==> config.mk <==
export PLATFORM = sky130hd
export DESIGN_NAME = fpd_top
export DESIGN_NICKNAME = d
export VERILOG_FILES = /design/src/fpd_pkg.sv /design/src/fpd_top.sv
export SDC_FILE = /design/constraint.sdc
export NUM_CORES = 1
export LEC_CHECK = 0
export BUFFER_PORTS_ARGS = -buffer_cell sky130_fd_sc_hd__buf_2
export CORE_MARGIN = 2
export CORE_UTILIZATION = 60
export CTS_BUF_LIST = sky130_fd_sc_hd__clkbuf_2
export CTS_CLUSTER_SIZE = 14
export DETAILED_ROUTE_END_ITERATION = 6
export GPL_ROUTABILITY_DRIVEN = 0
export GPL_TIMING_DRIVEN = 1
export PLACE_DENSITY = 0.79
export SYNTH_ARGS = -nofsm -noshare
export SYNTH_HDL_FRONTEND = slang
export SYNTH_SLANG_ARGS = --single-unit
==> constraint.sdc <==
create_clock -name CLK_SYS -period 3.1 [get_ports CLK_SYS]
set_clock_uncertainty 0.05 [all_clocks]
set_input_delay 0.155 -clock CLK_SYS [delete_from_list [all_inputs] [get_ports CLK_SYS]]
set_output_delay 0.155 -clock CLK_SYS [all_outputs]
set_load 0.02 [all_outputs]
==> src/fpd_pkg.sv <==
package fpd_pkg;

  // ----------------------------------------
  // Timing
  // ----------------------------------------
  localparam int CLK_PERIOD_NS = 10;
  localparam int SCLK_TYP_KHZ  = 3000;
  localparam int DT_UNIT_NS    = 50;
  localparam int DT_UNIT_CYC   = (DT_UNIT_NS + CLK_PERIOD_NS - 1) / CLK_PERIOD_NS;

  // ----------------------------------------
  // Serial frame
  // ----------------------------------------
  localparam int         FRAME_BITS    = 8;
  localparam logic [1:0] OP_DEADTIME   = 2'h1;
  localparam logic [7:0] CMD_SIMUL_ON  = 8'hC3;
  localparam logic [7:0] CMD_SIMUL_OFF = 8'hC0;
  localparam logic [5:0] DT_RESET      = 6'h04;

  // ----------------------------------------
  // Synchroniser bit positions
  // ----------------------------------------
  localparam int          SYNC_W   = 15;
  localparam int          IDX_CS   = 0;
  localparam int          IDX_SCLK = 1;
  localparam int          IDX_SI   = 2;
  localparam int          IDX_HSN  = 3;
  localparam int          IDX_LS   = 6;
  localparam int          IDX_EN   = 9;
  localparam int          IDX_SRC  = 11;
  localparam int          IDX_OC   = 14;
  localparam logic [14:0] SYNC_RST = 15'h003B;

  typedef struct packed {
    logic [2:0] hs;
    logic [2:0] ls;
  } fpd_gate_s;

  typedef struct packed {
    logic       allow_both;
    logic [5:0] deadtime;
  } fpd_cfg_s;

endpackage : fpd_pkg

==> src/fpd_top.sv <==
`timescale 1ns/1ns
module fpd_top #(
  parameter int DT_CNT_W = 10
) (
  input  wire logic              CLK_SYS,
  input  wire logic              RST,
  input  wire logic              DRIVE_ENABLE_ONE,
  input  wire logic              DRIVE_ENABLE_TWO,
  input  wire logic              PHASE_A_HIGH_CMD_N,
  input  wire logic              PHASE_B_HIGH_CMD_N,
  input  wire logic              PHASE_C_HIGH_CMD_N,
  input  wire logic              PHASE_A_LOW_CMD,
  input  wire logic              PHASE_B_LOW_CMD,
  input  wire logic              PHASE_C_LOW_CMD,
  input  wire logic              PHASE_A_HIGH_SOURCE,
  input  wire logic              PHASE_B_HIGH_SOURCE,
  input  wire logic              PHASE_C_HIGH_SOURCE,
  input  wire logic              OVERCURRENT_TRIP,
  input  wire logic              SPI_CS_N,
  input  wire logic              SPI_SCLK,
  input  wire logic              SPI_SI,
  output logic                   SPI_SO_O,
  output logic                   SPI_SO_OE,
  output fpd_pkg::fpd_gate_s     GATE,
  output logic                   PHASE_A_LEVEL_OUT,
  output logic                   PHASE_B_LEVEL_OUT,
  output logic                   PHASE_C_LEVEL_OUT,
  output logic                   OVERCURRENT_FLAG_OUT,
  output logic                   INT_OUT,
  output fpd_pkg::fpd_cfg_s      CFG
);

  // ----------------------------------------
  // Input synchronisers
  // ----------------------------------------
  logic [fpd_pkg::SYNC_W-1:0] raw;
  logic [fpd_pkg::SYNC_W-1:0] s1_q;
  logic [fpd_pkg::SYNC_W-1:0] s2_q;
  logic [fpd_pkg::SYNC_W-1:0] s3_q;
  logic [fpd_pkg::SYNC_W-1:0] cln_q;
  logic [fpd_pkg::SYNC_W-1:0] cln_d;

  assign raw = {OVERCURRENT_TRIP,
                PHASE_C_HIGH_SOURCE, PHASE_B_HIGH_SOURCE, PHASE_A_HIGH_SOURCE,
                DRIVE_ENABLE_TWO, DRIVE_ENABLE_ONE,
                PHASE_C_LOW_CMD, PHASE_B_LOW_CMD, PHASE_A_LOW_CMD,
                PHASE_C_HIGH_CMD_N, PHASE_B_HIGH_CMD_N, PHASE_A_HIGH_CMD_N,
                SPI_SI, SPI_SCLK, SPI_CS_N};

  // A bit moves only once stages two and three agree
  assign cln_d = (s2_q & s3_q) | (cln_q & (s2_q | s3_q));

  always_ff @(posedge CLK_SYS)
  begin
    if (RST)
    begin
      s1_q  <= fpd_pkg::SYNC_RST;
      s2_q  <= fpd_pkg::SYNC_RST;
      s3_q  <= fpd_pkg::SYNC_RST;
      cln_q <= fpd_pkg::SYNC_RST;
    end
    else
    begin
      s1_q  <= raw;
      s2_q  <= s1_q;
      s3_q  <= s2_q;
      cln_q <= cln_d;
    end
  end

  wire       cs_n_c   = cln_q[fpd_pkg::IDX_CS];
  wire       sclk_c   = cln_q[fpd_pkg::IDX_SCLK];
  wire       si_c     = cln_q[fpd_pkg::IDX_SI];
  wire [2:0] hs_n_c   = cln_q[fpd_pkg::IDX_HSN +: 3];
  wire [2:0] ls_c     = cln_q[fpd_pkg::IDX_LS +: 3];
  wire [1:0] en_c     = cln_q[fpd_pkg::IDX_EN +: 2];
  wire [2:0] src_c    = cln_q[fpd_pkg::IDX_SRC +: 3];
  wire       oc_c     = cln_q[fpd_pkg::IDX_OC];
  wire       en_all   = en_c[0] & en_c[1];

  // ----------------------------------------
  // Serial port edges
  // ----------------------------------------
  logic sclk_prev_q;
  logic cs_prev_q;

  always_ff @(posedge CLK_SYS)
  begin
    if (RST)
    begin
      sclk_prev_q <= 1'b1;
      cs_prev_q   <= 1'b1;
    end
    else
    begin
      sclk_prev_q <= sclk_c;
      cs_prev_q   <= cs_n_c;
    end
  end

  wire sel       = ~cs_n_c;
  wire sclk_fall = sel & sclk_prev_q & ~sclk_c;
  wire sclk_rise = sel & ~sclk_prev_q & sclk_c;
  wire cs_fall   = cs_prev_q & ~cs_n_c;
  wire cs_rise   = ~cs_prev_q & cs_n_c;

  // ----------------------------------------
  // Shift registers and frame commit
  // ----------------------------------------
  logic [7:0]        rx_q;
  logic [7:0]        tx_q;
  logic [3:0]        bits_q;
  fpd_pkg::fpd_cfg_s cfg_q;
  fpd_pkg::fpd_cfg_s cfg_d;
  logic              frame_err_q;
  logic              so_oe_q;

  wire frame_ok  = cs_rise & (bits_q == 4'(fpd_pkg::FRAME_BITS));
  wire frame_bad = cs_rise & (bits_q != 4'(fpd_pkg::FRAME_BITS));
  wire op_dt     = rx_q[7:6] == fpd_pkg::OP_DEADTIME;
  wire op_on     = rx_q == fpd_pkg::CMD_SIMUL_ON;
  wire op_off    = rx_q == fpd_pkg::CMD_SIMUL_OFF;

  always_comb
  begin
    cfg_d = cfg_q;
    if (frame_ok && op_dt)
      cfg_d.deadtime = rx_q[5:0];
    if (frame_ok && op_on)
      cfg_d.allow_both = 1'b1;
    if (frame_ok && op_off)
      cfg_d.allow_both = 1'b0;
  end

  always_ff @(posedge CLK_SYS)
  begin
    if (RST)
    begin
      rx_q        <= 8'h00;
      tx_q        <= 8'h00;
      bits_q      <= 4'h0;
      cfg_q       <= '{allow_both: 1'b0, deadtime: fpd_pkg::DT_RESET};
      frame_err_q <= 1'b0;
      so_oe_q     <= 1'b0;
    end
    else
    begin
      so_oe_q <= sel;
      cfg_q   <= cfg_d;
      if (cs_fall)
      begin
        bits_q <= 4'h0;
        tx_q   <= {cfg_q.allow_both, oc_c, cfg_q.deadtime};
      end
      else
      begin
        if (sclk_fall)
        begin
          rx_q <= {rx_q[6:0], si_c};
          if (bits_q != 4'hF)
            bits_q <= bits_q + 4'h1;
        end
        if (sclk_rise)
          tx_q <= {tx_q[6:0], 1'b0};
      end
      if (frame_bad)
        frame_err_q <= 1'b1;
      else if (frame_ok)
        frame_err_q <= 1'b0;
    end
  end

  // ----------------------------------------
  // Gate drive with interlock and deadtime
  // ----------------------------------------
  fpd_pkg::fpd_gate_s gate_q;
  fpd_pkg::fpd_gate_s gate_d;
  logic [DT_CNT_W-1:0] dt_cnt_q [3];
  wire  [DT_CNT_W-1:0] dt_load = DT_CNT_W'(cfg_q.deadtime * fpd_pkg::DT_UNIT_CYC);

  for (genvar i = 0; i < 3; i++)
  begin : g_phase
    wire want_hs = en_all & ~hs_n_c[i];
    wire want_ls = en_all & ls_c[i];
    wire clash   = want_hs & want_ls & ~cfg_q.allow_both;
    wire dt_done = (dt_cnt_q[i] == '0) | cfg_q.allow_both;
    wire free_hs = ~gate_q.ls[i] | cfg_q.allow_both;
    wire free_ls = ~gate_q.hs[i] | cfg_q.allow_both;

    assign gate_d.hs[i] = want_hs & ~clash & (gate_q.hs[i] | (free_hs & dt_done));
    assign gate_d.ls[i] = want_ls & ~clash & (gate_q.ls[i] | (free_ls & dt_done));

    wire turn_off = (gate_q.hs[i] & ~gate_d.hs[i]) | (gate_q.ls[i] & ~gate_d.ls[i]);

    always_ff @(posedge CLK_SYS)
    begin
      if (RST)
        dt_cnt_q[i] <= '0;
      else if (turn_off)
        dt_cnt_q[i] <= dt_load;
      else if (dt_cnt_q[i] != '0)
        dt_cnt_q[i] <= dt_cnt_q[i] - DT_CNT_W'(1);
    end
  end

  // ----------------------------------------
  // Status outputs
  // ----------------------------------------
  logic [2:0] lvl_q;
  logic       oc_q;
  logic       int_q;

  always_ff @(posedge CLK_SYS)
  begin
    if (RST)
    begin
      gate_q <= '0;
      lvl_q  <= 3'h0;
      oc_q   <= 1'b0;
      int_q  <= 1'b0;
    end
    else
    begin
      gate_q <= gate_d;
      lvl_q  <= src_c;
      oc_q   <= oc_c;
      int_q  <= oc_c | frame_err_q;
    end
  end

  assign GATE                 = gate_q;
  assign PHASE_A_LEVEL_OUT    = lvl_q[0];
  assign PHASE_B_LEVEL_OUT    = lvl_q[1];
  assign PHASE_C_LEVEL_OUT    = lvl_q[2];
  assign OVERCURRENT_FLAG_OUT = oc_q;
  assign INT_OUT              = int_q;
  assign SPI_SO_O             = tx_q[7] & so_oe_q;
  assign SPI_SO_OE            = so_oe_q;
  assign CFG                  = cfg_q;
endmodule : fpd_top

# After elaboration in Yosys (flattened, before gate mapping)
# Memories as Yosys holds them, arrays and structs flattened.
# Index checks and enable logic that the tools add are counted.
word_totals:
  regBits: 102
  latchBits: 0
  ramBits: 30
  rom_bits: 0
  input_bits: 17
  output_inout_bits: 20
  word_cells: 177
  mem_count: 1
mem_list:
  columns: ["name", "depth", "width", "read_ports", "rd_ports_with_merged_regs", "write_ports", "line", "text"]
  rows:
  - ["dt_cnt_q", 3, 10, 3, 0, 3, "fpd_top.sv:178", "logic [DT_CNT_W-1:0] dt_cnt_q [3];"]
op_classes:
  add_sub_neg: 4
  n_mul: 1
  div: 0
  n_lt_le_gt_ge: 0
  eq_ne: 6
  shift: 0
  n_mux: 33
  n_bitwise: 99
  reduce_logical: 15
ops:
  columns: ["operator", "count"]
  rows:
  - ["10-bit two-way mux", 6]
  - ["1-bit AND", 46]
  - ["15-bit AND", 2]
  - ["10-bit logical NOT", 3]
  - ["15-bit bitwise OR", 2]
  - ["10-bit nonzero test", 3]
  - ["10-bit by 1-bit subtractor with 10-bit output, second input constant", 3]
  - ["1-bit two-way mux", 25]
  - ["1-bit bitwise OR", 25]
  - ["1-bit NOT", 24]
  - ["8-bit == test, second input constant", 2]
  - ["8-bit two-way mux", 2]
  - ["6-bit by 3-bit multiplier with 9-bit output, second input constant", 1]
  - ["4-bit inequality test, second input constant", 2]
  - ["4-bit by 1-bit adder with 4-bit output, second input constant", 1]
  - ["4-bit == test, second input constant", 1]
  - ["2-bit AND reduction", 2]
  - ["2-bit nonzero test", 2]
  - ["2-bit OR reduction", 2]
  - ["1-bit logical AND", 3]
  - ["2-bit by 1-bit == test with 1-bit output, second input constant", 1]

# Longest topological paths before layout
# Gate-level depths: netlist (run 1).
logic_depth:
  ltp_word: 15
  mapped_depth: 8

# Worst setup path after synthesis (run 1)
# OpenSTA, ideal clock, no wires.
synth_timing:
  path_kind: "reg2reg"
  start: "memory dt_cnt_q[0][5]"
  end: "memory dt_cnt_q[0][0] (enable)"
  setup_ns: 0.304
  arrival_time_ns: 2.100
  t_required_ns: 2.746
  setup_slack_ns: 0.646
  path_stages_with_launch: 5
  n_path_buf: 0
  cell_sequence: "edfxtp_1 > or4_4 > or3_1 > or3_4 > or3_1"
synth_lines:
  columns: ["element", "line"]
  rows:
  - ["from (decl)", "fpd_top.sv:178"]

==> results of run 1 <==
==> how the worst max path moves through the flow <==
stage                                  start                       end  slack (ns)
detailed placement  dt_cnt_q[0][5]$_DFFE_PP_  dt_cnt_q[0][4]$_DFFE_PP_        0.53
finish              dt_cnt_q[0][5]$_DFFE_PP_  dt_cnt_q[0][1]$_DFFE_PP_        0.48
CTS                 dt_cnt_q[0][5]$_DFFE_PP_  dt_cnt_q[0][1]$_DFFE_PP_        0.48
floorplan           dt_cnt_q[0][5]$_DFFE_PP_  dt_cnt_q[0][0]$_DFFE_PP_        0.65
global route             CFG[6]$_SDFFE_PP0P_  dt_cnt_q[1][2]$_DFFE_PP_        0.35
global placement    dt_cnt_q[0][5]$_DFFE_PP_  dt_cnt_q[0][7]$_DFFE_PP_        0.56
==> worst max-delay path, stage by stage (launching register included) <==
cell	delay (ns)
edfxtp_1	0.46
or4_4	0.57
or3_1	0.34
or3_4	0.39
or3_1	0.51
==> logic make-up (layout without fill, tap and decap cells) <==
family          count (synthesis)  in the layout
simple gates                  233            233
xor+xnor                       24             24
compound gates                114            114
buf+inv                        36            104
flops                         132            132
fa+ha+maj                      15             15
mux                            13             13
==> cells in the final DEF, fill, tap and decap left out, types with 3 or more instances in the layout <==
cell type / synthesis / routed
dfxtp_1: 102 / 102
nand2_1: 63 / 63
a21oi_1: 51 / 51
nor2_1: 47 / 47
nor2b_1: 40 / 40
buf_2: 0 / 35
edfxtp_1: 30 / 30
o21ai_0: 28 / 28
dlygate4sd3_1: 0 / 20
or2_2: 17 / 17
clkbuf_2: 0 / 17
xnor2_1: 16 / 16
or3_1: 14 / 14
ha_1: 14 / 14
inv_1: 13 / 13
a211oi_1: 12 / 12
nand3_1: 12 / 12
mux2i_1: 12 / 12
nor3_1: 10 / 10
nor4_1: 8 / 8
xor2_1: 8 / 8
nand2b_1: 6 / 6
o21bai_1: 6 / 6
buf_4: 0 / 5
clkinv_4: 0 / 4
o31ai_1: 3 / 3
clkinv_2: 0 / 3
==> cell type report <==
type | count | area (µm²)
inverters | 13 | 48.8
flip-flops and latches | 132 | 2940
well taps | 108 | 135
clock inverters | 14 | 139
multi-input cells | 399 | 2390
fillers | 654 | 2610
repair buffers | 60 | 413
clock buffers | 17 | 85.1
==> routing by layer <==
layer | part of all wire, % | routed length (µm) | GRT usage [%] | up-vias
met5 | 0 | 0 | 0 | -
li1 | - | - | - | 2085
met1 | 44 | 4560 | 27.6 | 1884
met4 | 2.1 | 219 | 8.32 | 0
met2 | 48 | 4980 | 36.6 | 113
met3 | 5.1 | 530 | 6.04 | 20
==> sequential cells by signal (all words and copies together), names as in the netlist <==
| name | cells |
|---|---|
| sclk_prev_q | 1 |
| rx_q | 8 |
| CFG | 7 |
| GATE | 6 |
| OVERCURRENT_FLAG_OUT | 1 |
| cs_prev_q | 1 |
| frame_err_q | 1 |
| SPI_SO_OE | 1 |
| dt_cnt_q | 30 |
| bits_q | 4 |
| lvl_q | 3 |
| s2_q | 15 |
| s3_q | 15 |
| s1_q | 15 |
| cln_q | 15 |
| INT_OUT | 1 |
| tx_q | 8 |
==> power groups by stage <==
| stage | logic (W) | clock network [W] | registers [W] |
|---|---|---|---|
| after floorplan | 0.000807 | 0 | 0.00213 |
| after global placement | 0.000948 | 0 | 0.00216 |
| after detailed placement | 0.000976 | 0 | 0.00217 |
| after CTS | 0.00101 | 0.000996 | 0.00213 |
| after global routing | 0.00115 | 0.00106 | 0.00216 |
| final | 0.00101 | 0.000974 | 0.00213 |
==> timing repair <==
action,CTS,global route
hold endpoints to repair,43,0
hold buffers,20,0
endpoints found under the setup margin,0,0
setup buffers,0,0
==> through the flow <==
stage / setup slack [ns] / cell area [µm²] / total power, W / hold WS [ns] / util, %
2_1_floorplan: 0.646 / 5470 / 0.00294 / 0.209 / -
3_3_place_gp: 0.557 / 5730 / 0.00310 / 0.288 / 65.4
3_5_place_dp: 0.527 / 5730 / 0.00314 / 0.291 / 65.4
4_1_cts: 0.484 / 6150 / 0.00414 / 0.112 / 70.2
5_1_grt: 0.351 / 6150 / 0.00436 / 0.112 / 70.2
6_report: 0.483 / 6150 / 0.00412 / 0.173 / 70.2
==> flow_summary.rst, run 1 <==
.. list-table::
   :header-rows: 1

   * - Metric
     - Value
   * - Fraction of power consumed by the clock network
     - a little under a quarter
   * - Clock net sink count
     - 132
   * - Combinational family with the most area after synthesis
     - simple AND/OR/NAND/NOR gates
   * - Required time of the critical path
     - 3.39 ns
   * - Path class of the lowest-slack min-delay path
     - input port to register
   * - Starting density of the core
     - a little over three fifths
   * - Remaining DRCs
     - 0
   * - Cell internal power dissipation
     - 0.00285 W
   * - Clk slew on worst S/H paths
     - 0.18 ns
   * - Non-filler instance count after layout
     - around 740
   * - Root Driver
     - clkbuf_2
   * - Compound-cell area share of the yosys netlist
     - 12.2%
   * - Pre-Repair DR Iteration Count
     - 5
   * - Max rail drop VDD
     - 366 µV
   * - Sequential fraction of design power
     - 51.7%
   * - Relative area change from synthesis to final layout
     - 12.4%
   * - Worst rel slew slack
     - 44.3%
   * - Maximum Capacitance Violations
     - 0
   * - Number of gates given a new drive strength after cts
     - 0
   * - Hold path depth
     - 3
   * - Die area
     - a little under 10000 µm²
   * - Average size of a mapped cell
     - around 9.7 µm²
   * - Top cells by count, synth
     - dfxtp_1 (102), nand2_1 (63), a21oi_1 (51)
   * - Vias in the first global route
     - 3897
   * - Cell area after synthesis
     - 5470 µm²
   * - Deepest level of the CTS H-tree
     - 4
   * - Final worst path period share
     - 84.4%
   * - Synth area leaders
     - dfxtp_1 (37%), edfxtp_1 (16%), a21oi_1 (4.7%)
   * - Top-level port count
     - 37
   * - Achievable clock frequency
     - 382 MHz
   * - Synthesized Nets
     - 599
   * - Number of distinct standard cells referenced by the synthesized netlist
     - 47
   * - Top cell type by total area after synthesis
     - dfxtp_1
   * - Run status
     - complete, no violations
   * - Maximum number of buffers from clock root to sink
     - 2
   * - Net count, final
     - 655
   * - Simple-gate portion of the synthesized area
     - 21.6%
   * - Ratio of total power to cell area
     - around 670 nW/µm²
   * - Destination of the worst hold path
     - s1_q[5]$_SDFF_PP1_
   * - Number of standard cells after synthesis
     - roughly 570
   * - Floorplan core area
     - 8760 µm²
   * - DR iter-0 viols
     - 270
   * - Final min period
     - roughly 2.6 ns
   * - Aggregate routed wire length
     - 10300 µm
   * - Total CTS buffers
     - 17
   * - Hpwl dp
     - 6910 µm
   * - X dimension of the die
     - 99.5 µm
   * - Hold Fails Final Rpt
     - 0
   * - Gr ovfl total
     - 0
   * - Skew-Pair Late Insertion Delay
     - 0.66 ns
   * - Logic depth of the worst register-to-register path
     - 4
   * - Clock tree from TritonCTS
     - built
   * - Antenna-violating nets left
     - 0
   * - Transition time of the tightest slew-check pin
     - 0.832 ns
   * - Area fraction of the dominant cell type after synthesis
     - about 37%
   * - Setup repair after global routing missed its margin
     - no
   * - Register-to-register setup slack
     - 0.48 ns
   * - Worst setup path class
     - register to register
   * - Antenna violations before repair
     - 0
   * - Pin count of the biggest net entering global routing
     - 58
   * - Leak pwr
     - 2.48 nW
   * - Area share of fa/ha/maj cells after synthesis
     - between 3 and 4%
   * - Critical path fanouts, max
     - 10
   * - Share of power burned in combinational logic
     - 24.6%
   * - Endpoint of the lowest-slack register-to-register path
     - dt_cnt_q[0][1]$_DFFE_PP_
   * - Wirelength per Cell
     - 13.9 µm
   * - Cell row count
     - 34
   * - Synth Area in XOR/XNOR
     - 3.84%
   * - Height of the die
     - around 100 µm
   * - Synth async-reset ratio
     - 0%
   * - Total track usage
     - 22.0%
   * - Setup violation total in the final timing report
     - 0
   * - Total via count after detailed routing
     - just over 4k
   * - Cell with the most instances after synthesis
     - dfxtp_1
   * - Launch point of the worst reg-to-reg path
     - dt_cnt_q[0][5]$_DFFE_PP_
   * - Number of flops mapped to enable cells by yosys
     - 30
   * - First-pass GRT wire length
     - ~18000 µm
   * - Fraction of layout cells with a size suffix above 1
     - 14.2%
   * - Type of destination of the critical path
     - register
   * - Flip-flop and latch count after synthesis
     - 132
   * - Setup TNS
     - 0 ns
   * - Start point of the worst min-delay path
     - PHASE_C_HIGH_CMD_N
   * - Number of max-slew violations in the final report
     - 0
   * - Switching fraction of total power
     - 30.9%
   * - Category of the worst setup path launch point
     - register
   * - Switch Pwr
     - about 0.0013 W
   * - Fraction of the yosys area taken by sequential cells
     - 53.8%
   * - N_diodes
     - 0
   * - Number of buffer cells added on primary ports
     - 36
   * - Main synth FF type
     - dfxtp_1
   * - Data arrival at the endpoint of the critical path
     - about 2.9 ns
   * - Cells after DPL
     - a little under 700
   * - Warnings, synthesis
     - 0
   * - Detail-routed via count per cell
     - 5.52
   * - Post-synthesis mux area share
     - approximately 2.4%
(Power assumes the default switching activity.)
==> inputs of run 2 (changes only) <==
- ABC_AREA: default -> 1
- CORE_UTILIZATION: 60 -> 57
- clock period: 3.1 -> 2.3 ns (I/O delays scaled with it)
==> run 2 against run 1 <==
Power rose by 37%. Die area rose by 12%. Cell area rose by 5.7%. Highest routed layer unchanged.
==> flow_summary.rst, run 2 <==
.. list-table::
   :header-rows: 1

   * - Metric
     - Value
   * - Run status
     - complete, no violations
   * - Critical path buffer and inverter count
     - 0
   * - Number of fill cells
     - approximately 780
   * - Area fraction of the dominant cell type after synthesis
     - 34.9%
   * - Cells after DPL
     - approximately 880
   * - Height of the die
     - 105 µm
   * - Clock net sink count
     - between 100 and 150
   * - Switching fraction of total power
     - 36.6%
   * - X dimension of the die
     - 105 µm
   * - Sequential fraction of design power
     - about half
   * - Setup TNS
     - 0 ns
   * - Top cell type by total area after synthesis
     - dfxtp_1
   * - Number of max-slew violations in the final report
     - 0
   * - Antenna-violating nets left
     - 0
   * - Share of power burned in combinational logic
     - 26.2%
   * - Maximum Capacitance Violations
     - 0
   * - First-pass GRT wire length
     - just under 20000 µm
   * - Clk slew on worst S/H paths
     - 0.21 ns
   * - Total track usage
     - a little over a fifth
   * - Number of standard cells after synthesis
     - 726
   * - Ordered cell list for the critical path
     - ha_1, ha_1, fa_1, nand3_1, nand3_1, nand2_1, nand2_1, nand3_1, nor2_1
   * - Hpwl dp
     - 8190 µm
   * - Minimum setup slack in the final design
     - between 0.2 and 0.25 ns
   * - Total CTS buffers
     - 17
   * - Vias in the first global route
     - roughly 4.3k
   * - Number of flops mapped to enable cells by yosys
     - 30
   * - Warnings, synthesis
     - 0
   * - Relative area change from synthesis to final layout
     - 11.2%
   * - Cell area after synthesis
     - 5850 µm²
   * - Fraction of power consumed by the clock network
     - 23.0%
   * - Synthesized Nets
     - approximately 760
   * - Pre-CTS WS
     - 0.234 ns
   * - Deepest level of the CTS H-tree
     - 4
   * - Skew-Pair Late Insertion Delay
     - 0.69 ns
   * - Worst rel slew slack
     - between 60% and 70%
   * - Required time of the critical path
     - between 2 and 3 ns
   * - Number of distinct standard cells referenced by the synthesized netlist
     - 39
   * - Total design power
     - 0.00564 W
   * - Top-level port count
     - 37
   * - Worst stage delay on the critical path
     - roughly 0.44 ns
   * - Wirelength per Cell
     - 12.3 µm
   * - Main synth FF type
     - dfxtp_1
   * - Most common cell after layout, fill and taps aside
     - nand2_1
   * - WL met2
     - between 5000 and 6000 µm
   * - Cell repeated most along the worst path
     - nand3_1
   * - N_diodes
     - 0
   * - Critical path fanouts, max
     - 5
   * - Root Driver
     - clkbuf_2
   * - Remaining DRCs
     - 0
   * - Top cells by count, synth
     - nand2_1 (127), nor2_1 (124), dfxtp_1 (102)
   * - Synth area leaders
     - dfxtp_1 (35%), edfxtp_1 (15%), nand2_1 (8.2%)
   * - Floorplan core area
     - 9860 µm²
   * - Register with the most flip-flops
     - dt_cnt_q
   * - Path class of the lowest-slack min-delay path
     - input port to register
   * - Number of gates given a new drive strength after cts
     - 0
   * - Cell family with most CP delay
     - adder cells
   * - Setup repair after global routing missed its margin
     - no
   * - DR iter-0 viols
     - 336
   * - Hold Fails Final Rpt
     - 0
   * - Clock tree from TritonCTS
     - built
   * - Cell internal power dissipation
     - about 0.0036 W
   * - Type of destination of the critical path
     - register
   * - Setup violation total in the final timing report
     - 0
   * - Highest routed metal layer
     - met4
   * - Category of the worst setup path launch point
     - register
   * - Pin count of the biggest net entering global routing
     - 49
   * - Die area
     - 11100 µm²
   * - Starting density of the core
     - 59.3%
   * - Highest-count cells in the layout ignoring fill and taps
     - nand2_1 (127), nor2_1 (124), dfxtp_1 (102)
   * - Switch Pwr
     - 0.00206 W
   * - Flip-flop count of the largest register, all copies and words added
     - 30
   * - Net count, final
     - slightly above 800
   * - Gr ovfl total
     - 0
   * - Average size of a mapped cell
     - 8.06 µm²
   * - Fraction of layout cells with a size suffix above 1
     - 14.7%
   * - Final min period
     - 2.09 ns
   * - Data arrival at the endpoint of the critical path
     - 2.51 ns
   * - Detail-routed via count per cell
     - 4.97
   * - Cell with the most instances after synthesis
     - nand2_1
   * - Aggregate routed wire length
     - 11500 µm
   * - Slowest-stage cell, CP
     - dfxtp_1
   * - Maximum number of buffers from clock root to sink
     - 2
   * - Antenna violations before repair
     - 0
   * - Number of buffer cells added on primary ports
     - 36
   * - Worst setup path class
     - register to register
   * - Pre-Repair DR Iteration Count
     - 5
   * - Synth async-reset ratio
     - 0%
   * - Ratio of total power to cell area
     - 867 nW/µm²
   * - Leak pwr
     - ~2.9 nW
   * - Transition time of the tightest slew-check pin
     - about 0.51 ns
   * - Final worst path period share
     - 90.7%
   * - Total via count after detailed routing
     - 4626
   * - Achievable clock frequency
     - 479 MHz
   * - Max rail drop VDD
     - 585 µV
   * - Total length of routed met3 wires
     - 607 µm
   * - Flip-flop and latch count after synthesis
     - about 130
   * - Non-filler instance count after layout
     - 930
   * - Detailed-routing wirelength on met1
     - 5190 µm
   * - Fraction of the yosys area taken by sequential cells
     - 50.3%
   * - Cell row count
     - 36
[run 2: changes by cell type after synthesis, moves of 8 or more]
cell and delta:
a21oi_1 -11, buf_2 +9, clkbuf_1 -15, inv_1 +80, mux2i_1 -12, nand2_1 +64
nand2_2 +9, nand3_1 +38, nor2_1 +77, nor2b_1 -40, nor4_1 -8, or3_1 -14
xnor2_1 -12
[run 2: metal layers]
layer | track usage (%) | vias to the layer above
li1 | - | 2428
met1 | 27.1 | 2049
met2 | 36.3 | 127
met3 | 5.57 | 22
met4 | 6.95 | 0
met5 | 0 | -
[run 2: path summary, 6_finish.rpt]
path | from | endpoint | slack, ns | depth (start not counted)
max | CFG[1]$_SDFFE_PP0P_ | dt_cnt_q[2][7]$_SDFFCE_PN0P_ | 0.21 | 9
min | PHASE_A_HIGH_CMD_N | s1_q[3]$_SDFF_PP1_ | 0.07 | 3
max reg2reg | CFG[1]$_SDFFE_PP0P_ | dt_cnt_q[2][7]$_SDFFCE_PN0P_ | 0.21 | 9
min reg2reg | s1_q[8]$_SDFF_PP0_ | s2_q[8]$_SDFF_PP0_ | 0.37 | 2
[run 2: metrics by stage]
step	util (%)	hold slack, ns	area (µm²)
after floorplan	-	0.169	5850
after global placement	62.1	0.246	6120
after detailed placement	62.1	0.249	6120
after CTS	65.9	0.0503	6500
after global routing	65.9	0.00770	6500
final	65.9	0.0711	6500
[run 2: worst min-delay path, stage by stage]
cell           delay [ns]
dlygate4sd3_1        0.51
buf_2                0.09
or2_2                0.08
[run 2: cells by family (layout without fill, tap and decap cells)]
kind of cell | Yosys count | after routing | share of synthesized area, %
adders and majority gates | 15 | 15 | 3.34
and+or+nand+nor | 358 | 358 | 27.1
buffers and inverters | 117 | 188 | 8.32
xor gates and xnor gates | 16 | 16 | 2.40
AOI/OAI and AO/OA | 88 | 88 | 8.54
DFF | 132 | 132 | 50.3
[run 2: what timing repair did]
action	CTS	global route
hold buffers	16	0
buffers inserted	0	0
hold endpoints to repair	25	0
[run 2: area by class of cell]
| type | count | area, µm² | share of cell area [%] |
|---|---|---|---|
| inverters | 98 | 370 | 5.69 |
| well taps | 133 | 166 | 2.56 |
| clock buffers | 17 | 85.1 | 1.31 |
| multi-input cells | 477 | 2420 | 37.2 |
| flip-flops and latches | 132 | 2940 | 45.2 |
| repair buffers | 58 | 385 | 5.93 |
| clock inverters | 15 | 135 | 2.08 |
[run 2: power groups by stage]
| stage | logic, W | registers (W) | clock network (W) |
|---|---|---|---|
| final | 0.00148 | 0.00286 | 0.00130 |
| after global routing | 0.00167 | 0.00289 | 0.00144 |
| after CTS | 0.00146 | 0.00286 | 0.00132 |
| after detailed placement | 0.00142 | 0.00291 | 0 |
| after global placement | 0.00136 | 0.00290 | 0 |
| after floorplan | 0.00113 | 0.00287 | 0 |
